[config.mk]
export PLATFORM = sky130hd
export DESIGN_NAME = supply_reset_fault_supervisor
export DESIGN_NICKNAME = d
export VERILOG_FILES = /design/src/hw/srf_pkg.sv /design/src/hw/srf_sync_if.sv /design/src/hw/srf_sync_bank.sv /design/src/hw/supply_reset_fault_supervisor.sv
export SDC_FILE = /design/constraint.sdc
export NUM_CORES = 1
export LEC_CHECK = 0
export ABC_AREA = 1
export BUFFER_PORTS_ARGS = -buffer_cell sky130_fd_sc_hd__buf_2
export CORE_UTILIZATION = 25
export CTS_BUF_LIST = sky130_fd_sc_hd__clkbuf_4 sky130_fd_sc_hd__clkbuf_8 sky130_fd_sc_hd__clkbuf_16
export CTS_CLUSTER_DIAMETER = 150
export DETAILED_ROUTE_END_ITERATION = 8
export MAX_ROUTING_LAYER = met4
export PLACE_DENSITY = 0.42
export SLEW_MARGIN = 10
export SYNTH_ARGS = -nofsm -noshare
export SYNTH_HDL_FRONTEND = slang
export SYNTH_SLANG_ARGS = --single-unit
[constraint.sdc]
create_clock -name i_sys_clk -period 5.7 [get_ports i_sys_clk]
set_input_delay 0.57 -clock i_sys_clk [delete_from_list [all_inputs] [get_ports i_sys_clk]]
set_output_delay 0.57 -clock i_sys_clk [all_outputs]
set_load 0.05 [all_outputs]
[src/hw/srf_pkg.sv]
// Constants, register map and state type of the supply, reset and fault supervisor
package srf_pkg;

  // System clock
  localparam int SYS_CLK_PERIOD_NS = 40;

  // Missing external clock detection, longest time, rounded down
  localparam int CLK_MSS_NS = 10000;
  localparam int CLK_MSS_CYC = CLK_MSS_NS / SYS_CLK_PERIOD_NS;

  // Power-on-reset interval after a reset pin release, longest time, rounded down
  localparam int POR_PIN_NS = 100000;
  localparam int POR_PIN_CYC = POR_PIN_NS / SYS_CLK_PERIOD_NS;

  // Power-on-reset interval after an undervoltage, in external clock periods
  localparam int POR_UV_EDGES = 65536;

  // Counter width, large enough for either interval
  localparam int CNT_W = 17;
  localparam int GAP_W = 9;

  // Register bus
  localparam int ADDR_W = 8;
  localparam int DATA_W = 16;
  localparam logic [ADDR_W-1:0] ADDR_DIAG = 8'h00;
  localparam logic [ADDR_W-1:0] ADDR_CTRL = 8'h01;
  localparam logic [ADDR_W-1:0] ADDR_IDENT = 8'h02;

  // Diagnosis register fields
  localparam int DIAG_RST = 0;
  localparam int DIAG_PUMP_UV = 1;
  localparam int DIAG_PUMP_WARN = 2;
  localparam int DIAG_LOAD_UV = 3;
  localparam int DIAG_OVERVOLT = 5;
  localparam int DIAG_WD = 6;

  // Control register fields
  localparam int CTRL_WD_ON = 0;
  localparam int CTRL_EFM = 1;
  localparam int CTRL_CFM = 2;
  localparam int CTRL_CHREQ = 4;
  localparam int CTRL_W = 6;
  localparam logic [CTRL_W-1:0] CTRL_RESET = 6'h00;

  // Identity register: watchdog status in the top bit, arbitrary identity below
  localparam int IDENT_WD = 15;
  localparam logic [7:0] IDENT_DEFAULT = 8'h5a;

  // Channels
  localparam int NUM_CH = 2;

  // Asynchronous input bank positions
  localparam int SY_LOGIC_UV = 0;
  localparam int SY_ANALOG_UV = 1;
  localparam int SY_REF_UV = 2;
  localparam int SY_LOAD_UV = 3;
  localparam int SY_PUMP_UV = 5;
  localparam int SY_PUMP_WARN = 6;
  localparam int SY_OVERVOLT = 7;
  localparam int SY_EXT_RST_N = 8;
  localparam int SY_ENABLE = 9;
  localparam int SY_EXT_CLK = 10;
  localparam int SY_W = 11;
  localparam logic [SY_W-1:0] SY_RESET = 11'h000;

  typedef enum logic [2:0] {
    ST_SLEEP,
    ST_HELD,
    ST_POR_UV,
    ST_POR_PIN,
    ST_RUN,
    ST_WDFAULT
  } srf_state_t;

endpackage

[src/hw/srf_sync_if.sv]
// Carrier between the supervisor and its input synchroniser bank
`timescale 1ns/1ps
interface srf_sync_if #(
  parameter int W = 1
);
  logic [W-1:0] raw;
  logic [W-1:0] synced;

  modport owner (
    output raw,
    input synced
  );

  modport bank (
    input raw,
    output synced
  );
endinterface

[src/hw/srf_sync_bank.sv]
// Two-stage synchroniser bank for asynchronous comparator and pin levels
`timescale 1ns/1ps
module srf_sync_bank #(
  parameter int W = 1,
  parameter logic [W-1:0] RESET_VAL = '0
) (
  // Clock and reset
  input wire logic i_sys_clk,
  input wire logic i_rst_n,
  // Levels in and out
  srf_sync_if.bank sy
);

  logic [W-1:0] meta_reg;
  logic [W-1:0] sync_reg;

  // The first stage feeds only the second one
  always_ff @(posedge i_sys_clk or negedge i_rst_n) begin
    if (!i_rst_n) begin
      meta_reg <= RESET_VAL;
      sync_reg <= RESET_VAL;
    end else begin
      meta_reg <= sy.raw;
      sync_reg <= meta_reg;
    end
  end

  assign sy.synced = sync_reg;

endmodule

[src/hw/supply_reset_fault_supervisor.sv]
// Supply, clock watchdog and charge-pump supervisor with reset sequencing and fault output
//
// What this block does
// - Load supply undervoltage: channel off, flag set
// - Core supply undervoltage holds internal reset
// - Clock loss resets only with watchdog on
// - Release reset after supplies good plus delay
// - Register access only after reset delay ends
// - Set reset flag on every reset exit
// - Diagnosis access clears reset flag
// - Pump undervoltage disables outputs, sets flag
// - Pump warning flag, operation continues
// - Sleep while any core supply low
// - Sleep exit runs full reset sequence
// - Enable low: channels off, masked fault
// - Load undervoltage: only that channel, masked
// - Overvoltage: channels off, fault, bus alive
// - Reset pin low: reset, fault, bus off
// - Watchdog fault: reads identity, writes ignored
// - Outputs off until watchdog enabled
// - Delay: 65536 clock edges or 0.1 ms
`timescale 1ns/1ps
module supply_reset_fault_supervisor #(
  parameter int POR_UV_EDGES = srf_pkg::POR_UV_EDGES,
  parameter logic [7:0] IDENT_VAL = srf_pkg::IDENT_DEFAULT
) (
  // Clock and reset
  input wire logic i_sys_clk,
  input wire logic i_rst_n,
  // Supply comparators, high means undervoltage
  input wire logic i_logic_supply_uv,
  input wire logic i_analog_supply_uv,
  input wire logic i_reference_supply_uv,
  input wire logic [srf_pkg::NUM_CH-1:0] i_load_supply_uv,
  // Charge pump and battery comparators
  input wire logic i_pump_undervolt,
  input wire logic i_pump_warning,
  input wire logic i_bat_overvolt,
  // Host pins
  input wire logic i_ext_reset_n,
  input wire logic i_enable,
  input wire logic i_ext_clk,
  // Register port
  input wire logic [srf_pkg::ADDR_W-1:0] i_addr,
  input wire logic [srf_pkg::DATA_W-1:0] i_wdata,
  input wire logic i_wr,
  input wire logic i_rd,
  output logic [srf_pkg::DATA_W-1:0] o_rdata,
  // Power stage gates
  output logic [srf_pkg::NUM_CH-1:0] o_chan_on,
  // Open-drain fault pin
  output logic o_fault_out_n_o,
  output logic o_fault_out_n_oe,
  // Status
  output logic o_sleep,
  output logic o_ready
);

  // Reset release through two flip-flops
  logic rst_meta_reg;
  logic rst_n_int;

  always_ff @(posedge i_sys_clk or negedge i_rst_n) begin
    if (!i_rst_n) begin
      rst_meta_reg <= 1'b0;
      rst_n_int <= 1'b0;
    end else begin
      rst_meta_reg <= 1'b1;
      rst_n_int <= rst_meta_reg;
    end
  end

  // Asynchronous inputs
  srf_sync_if #(.W(srf_pkg::SY_W)) sy ();

  assign sy.raw[srf_pkg::SY_LOGIC_UV] = i_logic_supply_uv;
  assign sy.raw[srf_pkg::SY_ANALOG_UV] = i_analog_supply_uv;
  assign sy.raw[srf_pkg::SY_REF_UV] = i_reference_supply_uv;
  assign sy.raw[srf_pkg::SY_LOAD_UV +: srf_pkg::NUM_CH] = i_load_supply_uv;
  assign sy.raw[srf_pkg::SY_PUMP_UV] = i_pump_undervolt;
  assign sy.raw[srf_pkg::SY_PUMP_WARN] = i_pump_warning;
  assign sy.raw[srf_pkg::SY_OVERVOLT] = i_bat_overvolt;
  assign sy.raw[srf_pkg::SY_EXT_RST_N] = i_ext_reset_n;
  assign sy.raw[srf_pkg::SY_ENABLE] = i_enable;
  assign sy.raw[srf_pkg::SY_EXT_CLK] = i_ext_clk;

  srf_sync_bank #(
    .W(srf_pkg::SY_W),
    .RESET_VAL(srf_pkg::SY_RESET)
  ) u_sync (
    .i_sys_clk(i_sys_clk),
    .i_rst_n(rst_n_int),
    .sy(sy)
  );

  wire logic core_uv;
  wire logic [srf_pkg::NUM_CH-1:0] load_uv;
  wire logic pump_uv;
  wire logic pump_warn;
  wire logic overvolt;
  wire logic ext_rst_n_s;
  wire logic enable_s;
  wire logic ext_clk_s;

  assign core_uv = sy.synced[srf_pkg::SY_LOGIC_UV] | sy.synced[srf_pkg::SY_ANALOG_UV]
                 | sy.synced[srf_pkg::SY_REF_UV];
  assign load_uv = sy.synced[srf_pkg::SY_LOAD_UV +: srf_pkg::NUM_CH];
  assign pump_uv = sy.synced[srf_pkg::SY_PUMP_UV];
  assign pump_warn = sy.synced[srf_pkg::SY_PUMP_WARN];
  assign overvolt = sy.synced[srf_pkg::SY_OVERVOLT];
  assign ext_rst_n_s = sy.synced[srf_pkg::SY_EXT_RST_N];
  assign enable_s = sy.synced[srf_pkg::SY_ENABLE];
  assign ext_clk_s = sy.synced[srf_pkg::SY_EXT_CLK];

  // External clock edge detection and gap watchdog
  logic ext_clk_d_reg;
  logic [srf_pkg::GAP_W-1:0] gap_reg;
  logic [srf_pkg::GAP_W-1:0] gap_next;
  wire logic clk_edge;
  wire logic clk_missing;

  localparam logic [srf_pkg::GAP_W-1:0] GAP_LIMIT = srf_pkg::GAP_W'(srf_pkg::CLK_MSS_CYC);

  assign clk_edge = ext_clk_s & ~ext_clk_d_reg;
  assign clk_missing = (gap_reg >= GAP_LIMIT);
  assign gap_next = clk_edge ? '0 : (clk_missing ? gap_reg : gap_reg + 1'b1);

  always_ff @(posedge i_sys_clk or negedge rst_n_int) begin
    if (!rst_n_int) begin
      ext_clk_d_reg <= 1'b0;
      gap_reg <= '0;
    end else begin
      ext_clk_d_reg <= ext_clk_s;
      gap_reg <= gap_next;
    end
  end

  // Reset sequencer
  srf_pkg::srf_state_t state_reg;
  srf_pkg::srf_state_t state_next;
  logic [srf_pkg::CNT_W-1:0] cnt_reg;
  logic [srf_pkg::CNT_W-1:0] cnt_next;
  logic uv_pend_reg;
  logic uv_pend_next;
  logic [srf_pkg::CTRL_W-1:0] ctrl_reg;

  localparam logic [srf_pkg::CNT_W-1:0] UV_LAST = srf_pkg::CNT_W'(POR_UV_EDGES - 1);
  localparam logic [srf_pkg::CNT_W-1:0] PIN_LAST = srf_pkg::CNT_W'(srf_pkg::POR_PIN_CYC - 1);

  wire logic wd_on;
  assign wd_on = ctrl_reg[srf_pkg::CTRL_WD_ON];

  always_comb begin
    state_next = state_reg;
    cnt_next = cnt_reg;
    uv_pend_next = uv_pend_reg;
    if (core_uv) begin
      state_next = srf_pkg::ST_SLEEP;
      cnt_next = '0;
      uv_pend_next = 1'b1;
    end else if (!ext_rst_n_s) begin
      state_next = srf_pkg::ST_HELD;
      cnt_next = '0;
    end else begin
      case (state_reg)
        srf_pkg::ST_SLEEP,
        srf_pkg::ST_HELD: begin
          state_next = uv_pend_reg ? srf_pkg::ST_POR_UV : srf_pkg::ST_POR_PIN;
          cnt_next = '0;
        end
        srf_pkg::ST_POR_UV: begin
          if (clk_edge) begin
            if (cnt_reg == UV_LAST) begin
              state_next = srf_pkg::ST_RUN;
              uv_pend_next = 1'b0;
            end else begin
              cnt_next = cnt_reg + 1'b1;
            end
          end
        end
        srf_pkg::ST_POR_PIN: begin
          if (cnt_reg == PIN_LAST) begin
            state_next = srf_pkg::ST_RUN;
          end else begin
            cnt_next = cnt_reg + 1'b1;
          end
        end
        srf_pkg::ST_RUN: begin
          if (wd_on && clk_missing) begin
            state_next = srf_pkg::ST_WDFAULT;
          end
        end
        srf_pkg::ST_WDFAULT: begin
          // Left only through the reset pin or a core supply undervoltage
          state_next = srf_pkg::ST_WDFAULT;
        end
        default: begin
          state_next = srf_pkg::ST_SLEEP;
        end
      endcase
    end
  end

  always_ff @(posedge i_sys_clk or negedge rst_n_int) begin
    if (!rst_n_int) begin
      state_reg <= srf_pkg::ST_SLEEP;
      cnt_reg <= '0;
      uv_pend_reg <= 1'b1;
    end else begin
      state_reg <= state_next;
      cnt_reg <= cnt_next;
      uv_pend_reg <= uv_pend_next;
    end
  end

  wire logic running;
  wire logic wd_fault;
  wire logic in_reset;
  wire logic reset_exit;

  assign running = (state_reg == srf_pkg::ST_RUN);
  assign wd_fault = (state_reg == srf_pkg::ST_WDFAULT);
  assign in_reset = ~running;
  assign reset_exit = (state_next == srf_pkg::ST_RUN) & ~running;

  // Register port decode
  wire logic sel_diag;
  wire logic sel_ctrl;
  wire logic sel_ident;
  wire logic wr_ok;
  wire logic diag_access;

  assign sel_diag = (i_addr == srf_pkg::ADDR_DIAG);
  assign sel_ctrl = (i_addr == srf_pkg::ADDR_CTRL);
  assign sel_ident = (i_addr == srf_pkg::ADDR_IDENT);
  assign wr_ok = i_wr & running;
  assign diag_access = (i_wr | i_rd) & running & sel_diag;

  // Control register, cleared in every reset state so the watchdog starts off
  always_ff @(posedge i_sys_clk or negedge rst_n_int) begin
    if (!rst_n_int) begin
      ctrl_reg <= srf_pkg::CTRL_RESET;
    end else if (in_reset) begin
      ctrl_reg <= srf_pkg::CTRL_RESET;
    end else if (wr_ok && sel_ctrl) begin
      ctrl_reg <= i_wdata[srf_pkg::CTRL_W-1:0];
    end
  end

  // Diagnosis flags: sticky, set wins over clear; event flags write one to clear, reset flag clears on any diagnosis access
  logic rst_flag_reg;
  logic pump_uv_flag_reg;
  logic pump_warn_flag_reg;
  logic ovv_flag_reg;
  logic [srf_pkg::NUM_CH-1:0] load_uv_flag_reg;
  logic wd_status_reg;
  wire logic [srf_pkg::DATA_W-1:0] w1c;

  assign w1c = (wr_ok && sel_diag) ? i_wdata : '0;

  always_ff @(posedge i_sys_clk or negedge rst_n_int) begin
    if (!rst_n_int) begin
      rst_flag_reg <= 1'b0;
    end else if (reset_exit) begin
      rst_flag_reg <= 1'b1;
    end else if (diag_access) begin
      rst_flag_reg <= 1'b0;
    end
  end

  always_ff @(posedge i_sys_clk or negedge rst_n_int) begin
    if (!rst_n_int) begin
      pump_uv_flag_reg <= 1'b0;
      pump_warn_flag_reg <= 1'b0;
      ovv_flag_reg <= 1'b0;
    end else if (in_reset) begin
      pump_uv_flag_reg <= 1'b0;
      pump_warn_flag_reg <= 1'b0;
      ovv_flag_reg <= 1'b0;
    end else begin
      pump_uv_flag_reg <= pump_uv | (pump_uv_flag_reg & ~w1c[srf_pkg::DIAG_PUMP_UV]);
      pump_warn_flag_reg <= pump_warn | (pump_warn_flag_reg & ~w1c[srf_pkg::DIAG_PUMP_WARN]);
      ovv_flag_reg <= overvolt | (ovv_flag_reg & ~w1c[srf_pkg::DIAG_OVERVOLT]);
    end
  end

  genvar ch;
  generate
    for (ch = 0; ch < srf_pkg::NUM_CH; ch++) begin : g_load_flag
      always_ff @(posedge i_sys_clk or negedge rst_n_int) begin
        if (!rst_n_int) begin
          load_uv_flag_reg[ch] <= 1'b0;
        end else if (in_reset) begin
          load_uv_flag_reg[ch] <= 1'b0;
        end else begin
          load_uv_flag_reg[ch] <= load_uv[ch] | (load_uv_flag_reg[ch] & ~w1c[srf_pkg::DIAG_LOAD_UV + ch]);
        end
      end
    end
  endgenerate

  // Watchdog status survives the fault state and clears on the next reset
  always_ff @(posedge i_sys_clk or negedge rst_n_int) begin
    if (!rst_n_int) begin
      wd_status_reg <= 1'b0;
    end else if (state_reg == srf_pkg::ST_SLEEP || state_reg == srf_pkg::ST_HELD) begin
      wd_status_reg <= 1'b0;
    end else if (state_next == srf_pkg::ST_WDFAULT) begin
      wd_status_reg <= 1'b1;
    end
  end

  // Read data
  wire logic [srf_pkg::DATA_W-1:0] diag_word;
  wire logic [srf_pkg::DATA_W-1:0] ctrl_word;
  wire logic [srf_pkg::DATA_W-1:0] ident_word;
  wire logic [srf_pkg::DATA_W-1:0] rd_word;

  assign diag_word = ({{(srf_pkg::DATA_W-1){1'b0}}, rst_flag_reg} << srf_pkg::DIAG_RST)
                   | ({{(srf_pkg::DATA_W-1){1'b0}}, pump_uv_flag_reg} << srf_pkg::DIAG_PUMP_UV)
                   | ({{(srf_pkg::DATA_W-1){1'b0}}, pump_warn_flag_reg} << srf_pkg::DIAG_PUMP_WARN)
                   | ({{(srf_pkg::DATA_W-srf_pkg::NUM_CH){1'b0}}, load_uv_flag_reg} << srf_pkg::DIAG_LOAD_UV)
                   | ({{(srf_pkg::DATA_W-1){1'b0}}, ovv_flag_reg} << srf_pkg::DIAG_OVERVOLT)
                   | ({{(srf_pkg::DATA_W-1){1'b0}}, wd_status_reg} << srf_pkg::DIAG_WD);
  assign ctrl_word = {{(srf_pkg::DATA_W-srf_pkg::CTRL_W){1'b0}}, ctrl_reg};
  assign ident_word = {wd_status_reg, {(srf_pkg::DATA_W-9){1'b0}}, IDENT_VAL};

  // In the watchdog fault every answer is the identity word
  assign rd_word = wd_fault ? ident_word
                 : !running ? '0
                 : sel_diag ? diag_word
                 : sel_ctrl ? ctrl_word
                 : sel_ident ? ident_word
                 : '0;

  always_ff @(posedge i_sys_clk or negedge rst_n_int) begin
    if (!rst_n_int) begin
      o_rdata <= '0;
    end else if (i_rd) begin
      o_rdata <= rd_word;
    end else begin
      o_rdata <= '0;
    end
  end

  // Power stage gating
  wire logic common_ok;
  wire logic [srf_pkg::NUM_CH-1:0] chan_next;
  wire logic [srf_pkg::NUM_CH-1:0] chan_mask;
  wire logic fault_next;

  // Warning alone does not gate anything
  assign common_ok = running & wd_on & ~clk_missing & enable_s & ~pump_uv & ~overvolt;
  assign chan_next = {srf_pkg::NUM_CH{common_ok}} & ~load_uv
                   & ctrl_reg[srf_pkg::CTRL_CHREQ +: srf_pkg::NUM_CH];
  assign chan_mask = ctrl_reg[srf_pkg::CTRL_CFM +: srf_pkg::NUM_CH];

  assign fault_next = in_reset
                    | pump_uv
                    | overvolt
                    | (~enable_s & ctrl_reg[srf_pkg::CTRL_EFM])
                    | (|(load_uv & chan_mask));

  // Outputs come straight from flip-flops; the pin line itself is only ever pulled low
  always_ff @(posedge i_sys_clk or negedge rst_n_int) begin
    if (!rst_n_int) begin
      o_chan_on <= '0;
      o_fault_out_n_o <= 1'b0;
      o_fault_out_n_oe <= 1'b1;
      o_sleep <= 1'b1;
      o_ready <= 1'b0;
    end else begin
      o_chan_on <= chan_next;
      o_fault_out_n_o <= 1'b0;
      o_fault_out_n_oe <= fault_next;
      o_sleep <= (state_next == srf_pkg::ST_SLEEP);
      o_ready <= (state_next == srf_pkg::ST_RUN);
    end
  end

endmodule

==> results of run 1 <==
-- power by group through the flow --
stage	Combinational [uW]	Clock, uW	Sequential, uW
finish	65.8	669	620
global route	77.9	711	626
CTS	67.0	689	621
detailed placement	66.3	0	632
global placement	65.7	0	632
floorplan	50.9	0	625
-- layout make-up --
cell class                      count  area, um2  area share
Timing Repair Buffer               41        205      0.0457
Clock inverter                      5        103      0.0228
Inverter                           71        267      0.0593
Multi-Input combinational cell    295       1410       0.313
Sequential cell                    81       2030       0.453
Clock buffer                       11        246      0.0549
Tap cell                          184        230      0.0513
-- how the worst max path moves through the flow --
stage / start / slack [ns] / cells past startpoint / to
after floorplan: rst_n_int / 3.28 / 0 / cnt_reg[0]
after global placement: cnt_reg[0] / 3.14 / 15 / cnt_reg[15]
after detailed placement: cnt_reg[0] / 3.12 / 15 / cnt_reg[15]
after CTS: cnt_reg[0] / 3.10 / 15 / cnt_reg[15]
after global routing: cnt_reg[0] / 2.78 / 15 / cnt_reg[15]
final: cnt_reg[0] / 3.12 / 15 / cnt_reg[15]
-- stage by stage --
step / hold WS (ns) / utilization / setup WS, ns / area, um2
floorplan: 0.274 / - / 3.28 / 3800
detailed placement: 0.335 / 0.284 / 3.12 / 4140
CTS: 0.00350 / 0.308 / 3.10 / 4490
finish: 0.0137 / 0.308 / 3.12 / 4490
global placement: 0.335 / 0.284 / 3.14 / 4140
global route: 0.00368 / 0.308 / 2.78 / 4490
-- cell families (layout without fill, tap and decap cells) --
family,after synthesis,after routing,synth area share
xor+xnor,3,3,0.00698
fa+ha+maj,4,4,0.0133
buf+inv,83,128,0.0957
compound gates,64,64,0.0930
other cells,2,10,0.00199
flops,81,81,0.539
simple gates,214,214,0.250
-- Yosys cell counts --
cell type and count:
nor2_2 7, nand4_1 9, a22oi_1 1, nor2_1 60, conb_1 2, o2111ai_1 1, o22ai_1 4, dfstp_2 3
dfrtp_1 78, o21bai_1 1, o32ai_1 1, nor2_4 1, clkinv_1 1, buf_4 9, nor4_4 1, ha_1 4
xor2_1 2, a21oi_2 1, buf_6 2, nor4_1 1, nand2_4 1, o21a_1 1, nand2_2 2, nand3_2 1
xnor2_1 1, inv_1 66, o31ai_1 2, o21ai_0 19, nand3_1 31, nand2_1 92, nor3_1 7, clkbuf_1 1
o21ai_1 9, nand3b_1 1, a21oi_1 23, a31oi_1 1, inv_2 4
-- critical path, delay by kind of cell (launching register included) --
family	cells	cell delay, ns
AND/OR/NAND/NOR	7	1.02
adder cells (fa/ha/maj)	2	0.48
AO/OA/AOI/OAI	2	0.16
buffers and inverters	4	0.35
flip-flops	1	0.44
-- layer usage --
metal,global-route usage,vias up,share of wire
met5,-,-,0
met3,0.0292,7,0.035
met4,0.0340,0,0.011
li1,-,1508,-
met1,0.157,1425,0.49
met2,0.192,46,0.46
==> out/qor.yml, run 1 <==
synth_cells: 451
p_int_uw: 1060
fin_crit_sh: 0.453
mostFrequentLayoutCells: "nand2_1, dfrtp_1, inv_1"
vias: 2986
ys_types: 37
largest_register_ffs: 17
drc: 0
cts_inserted_buffers: 9
ys_seq_area_frac: 0.539
p_comb_frac: 0.049
synthTopCellsByArea: "dfrtp_1, nand2_1, inv_1, nor2_1, nand3_1"
netlist_area_um2: 3770
synth-seq-cells: 81
fp-row-count: 44
maxSlewHeadroom: 0.316
firstDrtPassIters: 4
yosysWarnings: 0
r2r_slack_ns: 3.12
criticalPathCategory: "reg2reg"
hold_violations: 0
cts-htree-levels: 3
coreArea_um2: 14600
peakVddDrop_uv: 188
r2r_cells: 15
area_delta_synth_final_pct: 19.2
cp.required_ns: 5.93
final.setup.tns_ns: 0
maxCapViolCount: 0
grt_pass1_wl_um: 14800
root_buffer: "clkbuf_16"
vias_per_cell: 4.34
p_switching_uw: 295
ant_nets: 0
layout.nets: 542
antenna_found_initial: 0
status: "complete, no violations"
wl_per_cell_um: 12.3
startpoint_type: "flop"
start_util: 0.258
clk_pin_slew_ns: 0.07
tightest_slew_ns: 1.03
max_freq_ghz: 0.388
clock-sinks: 81
syn_avg_cell_area_um2: 8.35
yosys.area.top_type: "dfrtp_1"
grt_pass1_vias: 3046
gr-total-overflow: 0
routed_wl_um: 8470
setup.worst_path.end_class: "flop"
clock_path_buffers: 2
fin_crit_ns: 2.58
fill_cells: 1536
switching_share: 0.217
drive_gt1_frac: 0.157
grt_use_total: 0.122
p_per_area_nw_per_um2: 302
routabilityCongestion: 0.786
total_power_uw: 1350
path_max_fanout: 24
clk_latency_ns: 0.33
critPathMaxStageDelay_ns: 0.44
cts_setup_buffers: 0
slowest_stage: "dfrtp_1"
placed_cells: 672
yosys.area.top_type_share: 0.518
path_cells: "ha_1, nand2_1, inv_1, nand4_1, nor4_1, ha_1, inv_1, nand2_1, a21oi_1, nand2_2, nand2_4, inv_2, o21ai_1, nand2_1, inv_1"
die_w_um: 125
ctsHoldBuffers: 0
leakage_uw: 0.00216
setup_viol: 0
r2r_end: "cnt_reg[15]"
die_y_um: 125
first_iter_violations: 161
worstPathArrival_ns: 2.81
clkPwrFrac: 0.494
place.port_buffers: 41
hold_path.class: "in2async"
fin_skew_ns: 0.00790
fin_cells: 688
cts_tree: "yes"
drv_slew: 0
reg2reg_from: "cnt_reg[0]"
num_io_pins: 61
rsz0062_at_grt: "false"
dpl.hpwl_um: 6130
ctsResizeCount: 0
grt_max_degree: 80
layout_commonest_cell: "nand2_1"
p_seq_frac: 0.458
diodes: 0
dieArea_um2: 15600
No activity file was read; power rests on OpenSTA's default activity.
==> inputs of run 2 (changes only) <==
--- a/config.mk
+++ b/config.mk
@@ -12,7 +12,7 @@
 export CTS_CLUSTER_DIAMETER = 150
 export DETAILED_ROUTE_END_ITERATION = 8
 export MAX_ROUTING_LAYER = met4
-export PLACE_DENSITY = 0.42
+export PLACE_DENSITY = 0.43
 export SLEW_MARGIN = 10
 export SYNTH_ARGS = -nofsm -noshare
 export SYNTH_HDL_FRONTEND = slang
==> constraint.sdc (replaced) <==
create_clock -name i_sys_clk -period 2.15 [get_ports i_sys_clk]
set_input_delay 0.215 -clock i_sys_clk [delete_from_list [all_inputs] [get_ports i_sys_clk]]
set_output_delay 0.215 -clock i_sys_clk [all_outputs]
set_load 0.05 [all_outputs]
==> run 2 against run 1 <==
  * Non-clock buffer count rose by 39
  * Clock power up 120%
  * Die area unchanged
  * Sequential share of layout area is 3.8 points lower
  * Worst setup slack worse by 3.1 ns
  * Maximum frequency rose by 22%
  * Routed wire length is 7.3% higher
  * Combinational power grew to 3.3 times the previous value
  * Clock-buffer cell count is the same
  * Highest routed layer unchanged
==> out/qor.yml, run 2 (same netlist as run 1, synthesis figures left out) <==
p_per_area_nw_per_um2: 673  # +120%
cp.required_ns: 2.38  # -3.55 ns
clk_pin_slew_ns: 0.06  # about the same
critical_path_buf_inv_count: 3  # -1
peakVddDrop_uv: 307  # +63%
drv_slew: 0  # unchanged
dieArea_um2: 15600  # unchanged
criticalPathCategory: "reg2reg"
rsz0062_at_grt: "true"
drive_gt1_frac: 0.235  # +0.0781
startpoint_type: "flop"
diodes: 0  # unchanged
largest_register_ffs: 17  # unchanged
fin_skew_ns: 0.00921  # +0.00131 ns
gr-total-overflow: 0  # unchanged
die_y_um: 125  # unchanged
routed_wl_um: 9080  # +7.3%
coreArea_um2: 14600  # unchanged
die_w_um: 125  # unchanged
fin_crit_sh: 0.986  # +0.533
area_delta_synth_final_pct: 30.1
vias: 3196  # +7.0%
start_util: 0.258  # unchanged
firstDrtPassIters: 4  # unchanged
cts_inserted_buffers: 9  # unchanged
grt_max_degree: 48  # -40%
setup_viol: 0  # unchanged
max_freq_ghz: 0.472  # +22%
path_max_fanout: 6  # -75%
critPathMaxStageDelay_ns: 0.35  # -0.09 ns
total_power_uw: 3300  # +140%
maxCapViolCount: 0  # unchanged
first_iter_violations: 178  # +11%
layout.nets: 583  # +7.6%
placed_cells: 695  # +3.4%
clock_path_buffers: 2  # unchanged
setup.worst_path.end_class: "flop"
fin_cells: 729  # +6.0%
worstPathArrival_ns: 2.35  # -0.46 ns
place.port_buffers: 41  # unchanged
cts_tree: "yes"
slowest_stage: "dfrtp_1"
cts-htree-levels: 3  # unchanged
grt_pass1_wl_um: 14800  # about the same
clk_latency_ns: 0.34  # about the same
routabilityCongestion: 0.826  # +5.1%
status: "complete, no violations"
grt_use_total: 0.125  # +0.00220
final_cell_area_um2: 4900  # +9.1%
hold_path.class: "in2reg"
clock-sinks: 81  # unchanged
wl_per_cell_um: 12.5  # +1.2%
fin_crit_ns: 2.12  # -0.460 ns
fp-row-count: 44  # unchanged
crit_family: "simple AND/OR/NAND/NOR gates"
root_buffer: "clkbuf_16"
drc: 0  # unchanged
antenna_found_initial: 0  # unchanged
layout_commonest_cell: "nand2_1"
postPlaceCellArea_um2: 4330  # +4.5%
num_io_pins: 61  # unchanged
mostFrequentLayoutCells: "nand2_1, dfrtp_1, inv_1"
leakage_uw: 0.00233  # +8.1%
grt_pass1_vias: 3041  # -0.16%
hold_violations: 0  # unchanged
path_cells: "ha_2, nand2_2, inv_2, nand4_1, nor4_2, ha_2, inv_1, nand2_1, a21oi_2, nand2_4, buf_12, nand2_8, a21oi_2, nor2_1"
dpl.hpwl_um: 6460  # +5.3%
hold_slack_ns: 0.121  # +0.107 ns
vias_per_cell: 4.38  # +1.0%
ant_nets: 0  # unchanged
[run 2: tightest hold or removal path: cells and delay by family]
kind            cells  cell delay [ns]
simple gates        1             0.06
compound gates      1             0.06
buf+inv             1             0.08
[run 2: metrics by stage]
stage	util	setup slack, ns	TNS [ns]
5_1_grt	0.336	-0.132	-1.60
6_report	0.336	0.0304	0
3_5_place_dp	0.297	0.00277	0
3_3_place_gp	0.297	0.0225	0
4_1_cts	0.325	0.0556	0
2_1_floorplan	-	0.170	0
[run 2: layout make-up]
class	instances	area [um2]
clock buffers	11	253
clock inverters	5	30.0
fillers	1521	9690
inverters	71	269
multi-input cells	297	1530
flip-flops and latches	81	2030
well taps	184	230
repair buffers	80	557
[run 2: path summary, 6_finish.rpt]
| check | from | end | slack [ns] | cells past startpoint |
|---|---|---|---|---|
| worst max-delay path | cnt_reg[1] | cnt_reg[2] | 0.03 | 14 |
| worst min-delay path | i_wdata[0] | ctrl_reg[0] | 0.12 | 3 |
| worst max register to register | cnt_reg[1] | cnt_reg[2] | 0.03 | 14 |
| worst min register to register | rst_n_int | cnt_reg[8] | 0.29 | 0 |
| max in group asynchronous | rst_n_int | o_fault_out_n_oe | 1.21 | 1 |
| min in group asynchronous | i_rst_n | rst_n_int | 0.19 | 2 |
[run 2: what timing repair did]
item,CTS,global route
hold buffers,12,0
endpoints found under the hold margin,13,0
pin swaps,0,14
gates cloned,0,2
endpoints found under the setup margin,2,18
buffers inserted,0,4
resized for setup,2,24
[run 2: report_power, final]
group | leakage, uW | switching (uW) | internal (uW)
Clock | 0.000137 | 609 | 838
Sequential | 0.00105 | 52.5 | 1580
Combinational | 0.00114 | 141 | 78.0
Total | 0.00233 | 802 | 2490
[run 2: routing by layer]
metal / GRT usage / vias to the layer above / part of all wire
met2: 0.193 / 55 / 0.47
met5: - / - / 0
li1: - / 1600 / -
met3: 0.0309 / 14 / 0.045
met1: 0.155 / 1527 / 0.46
met4: 0.0489 / 0 / 0.018
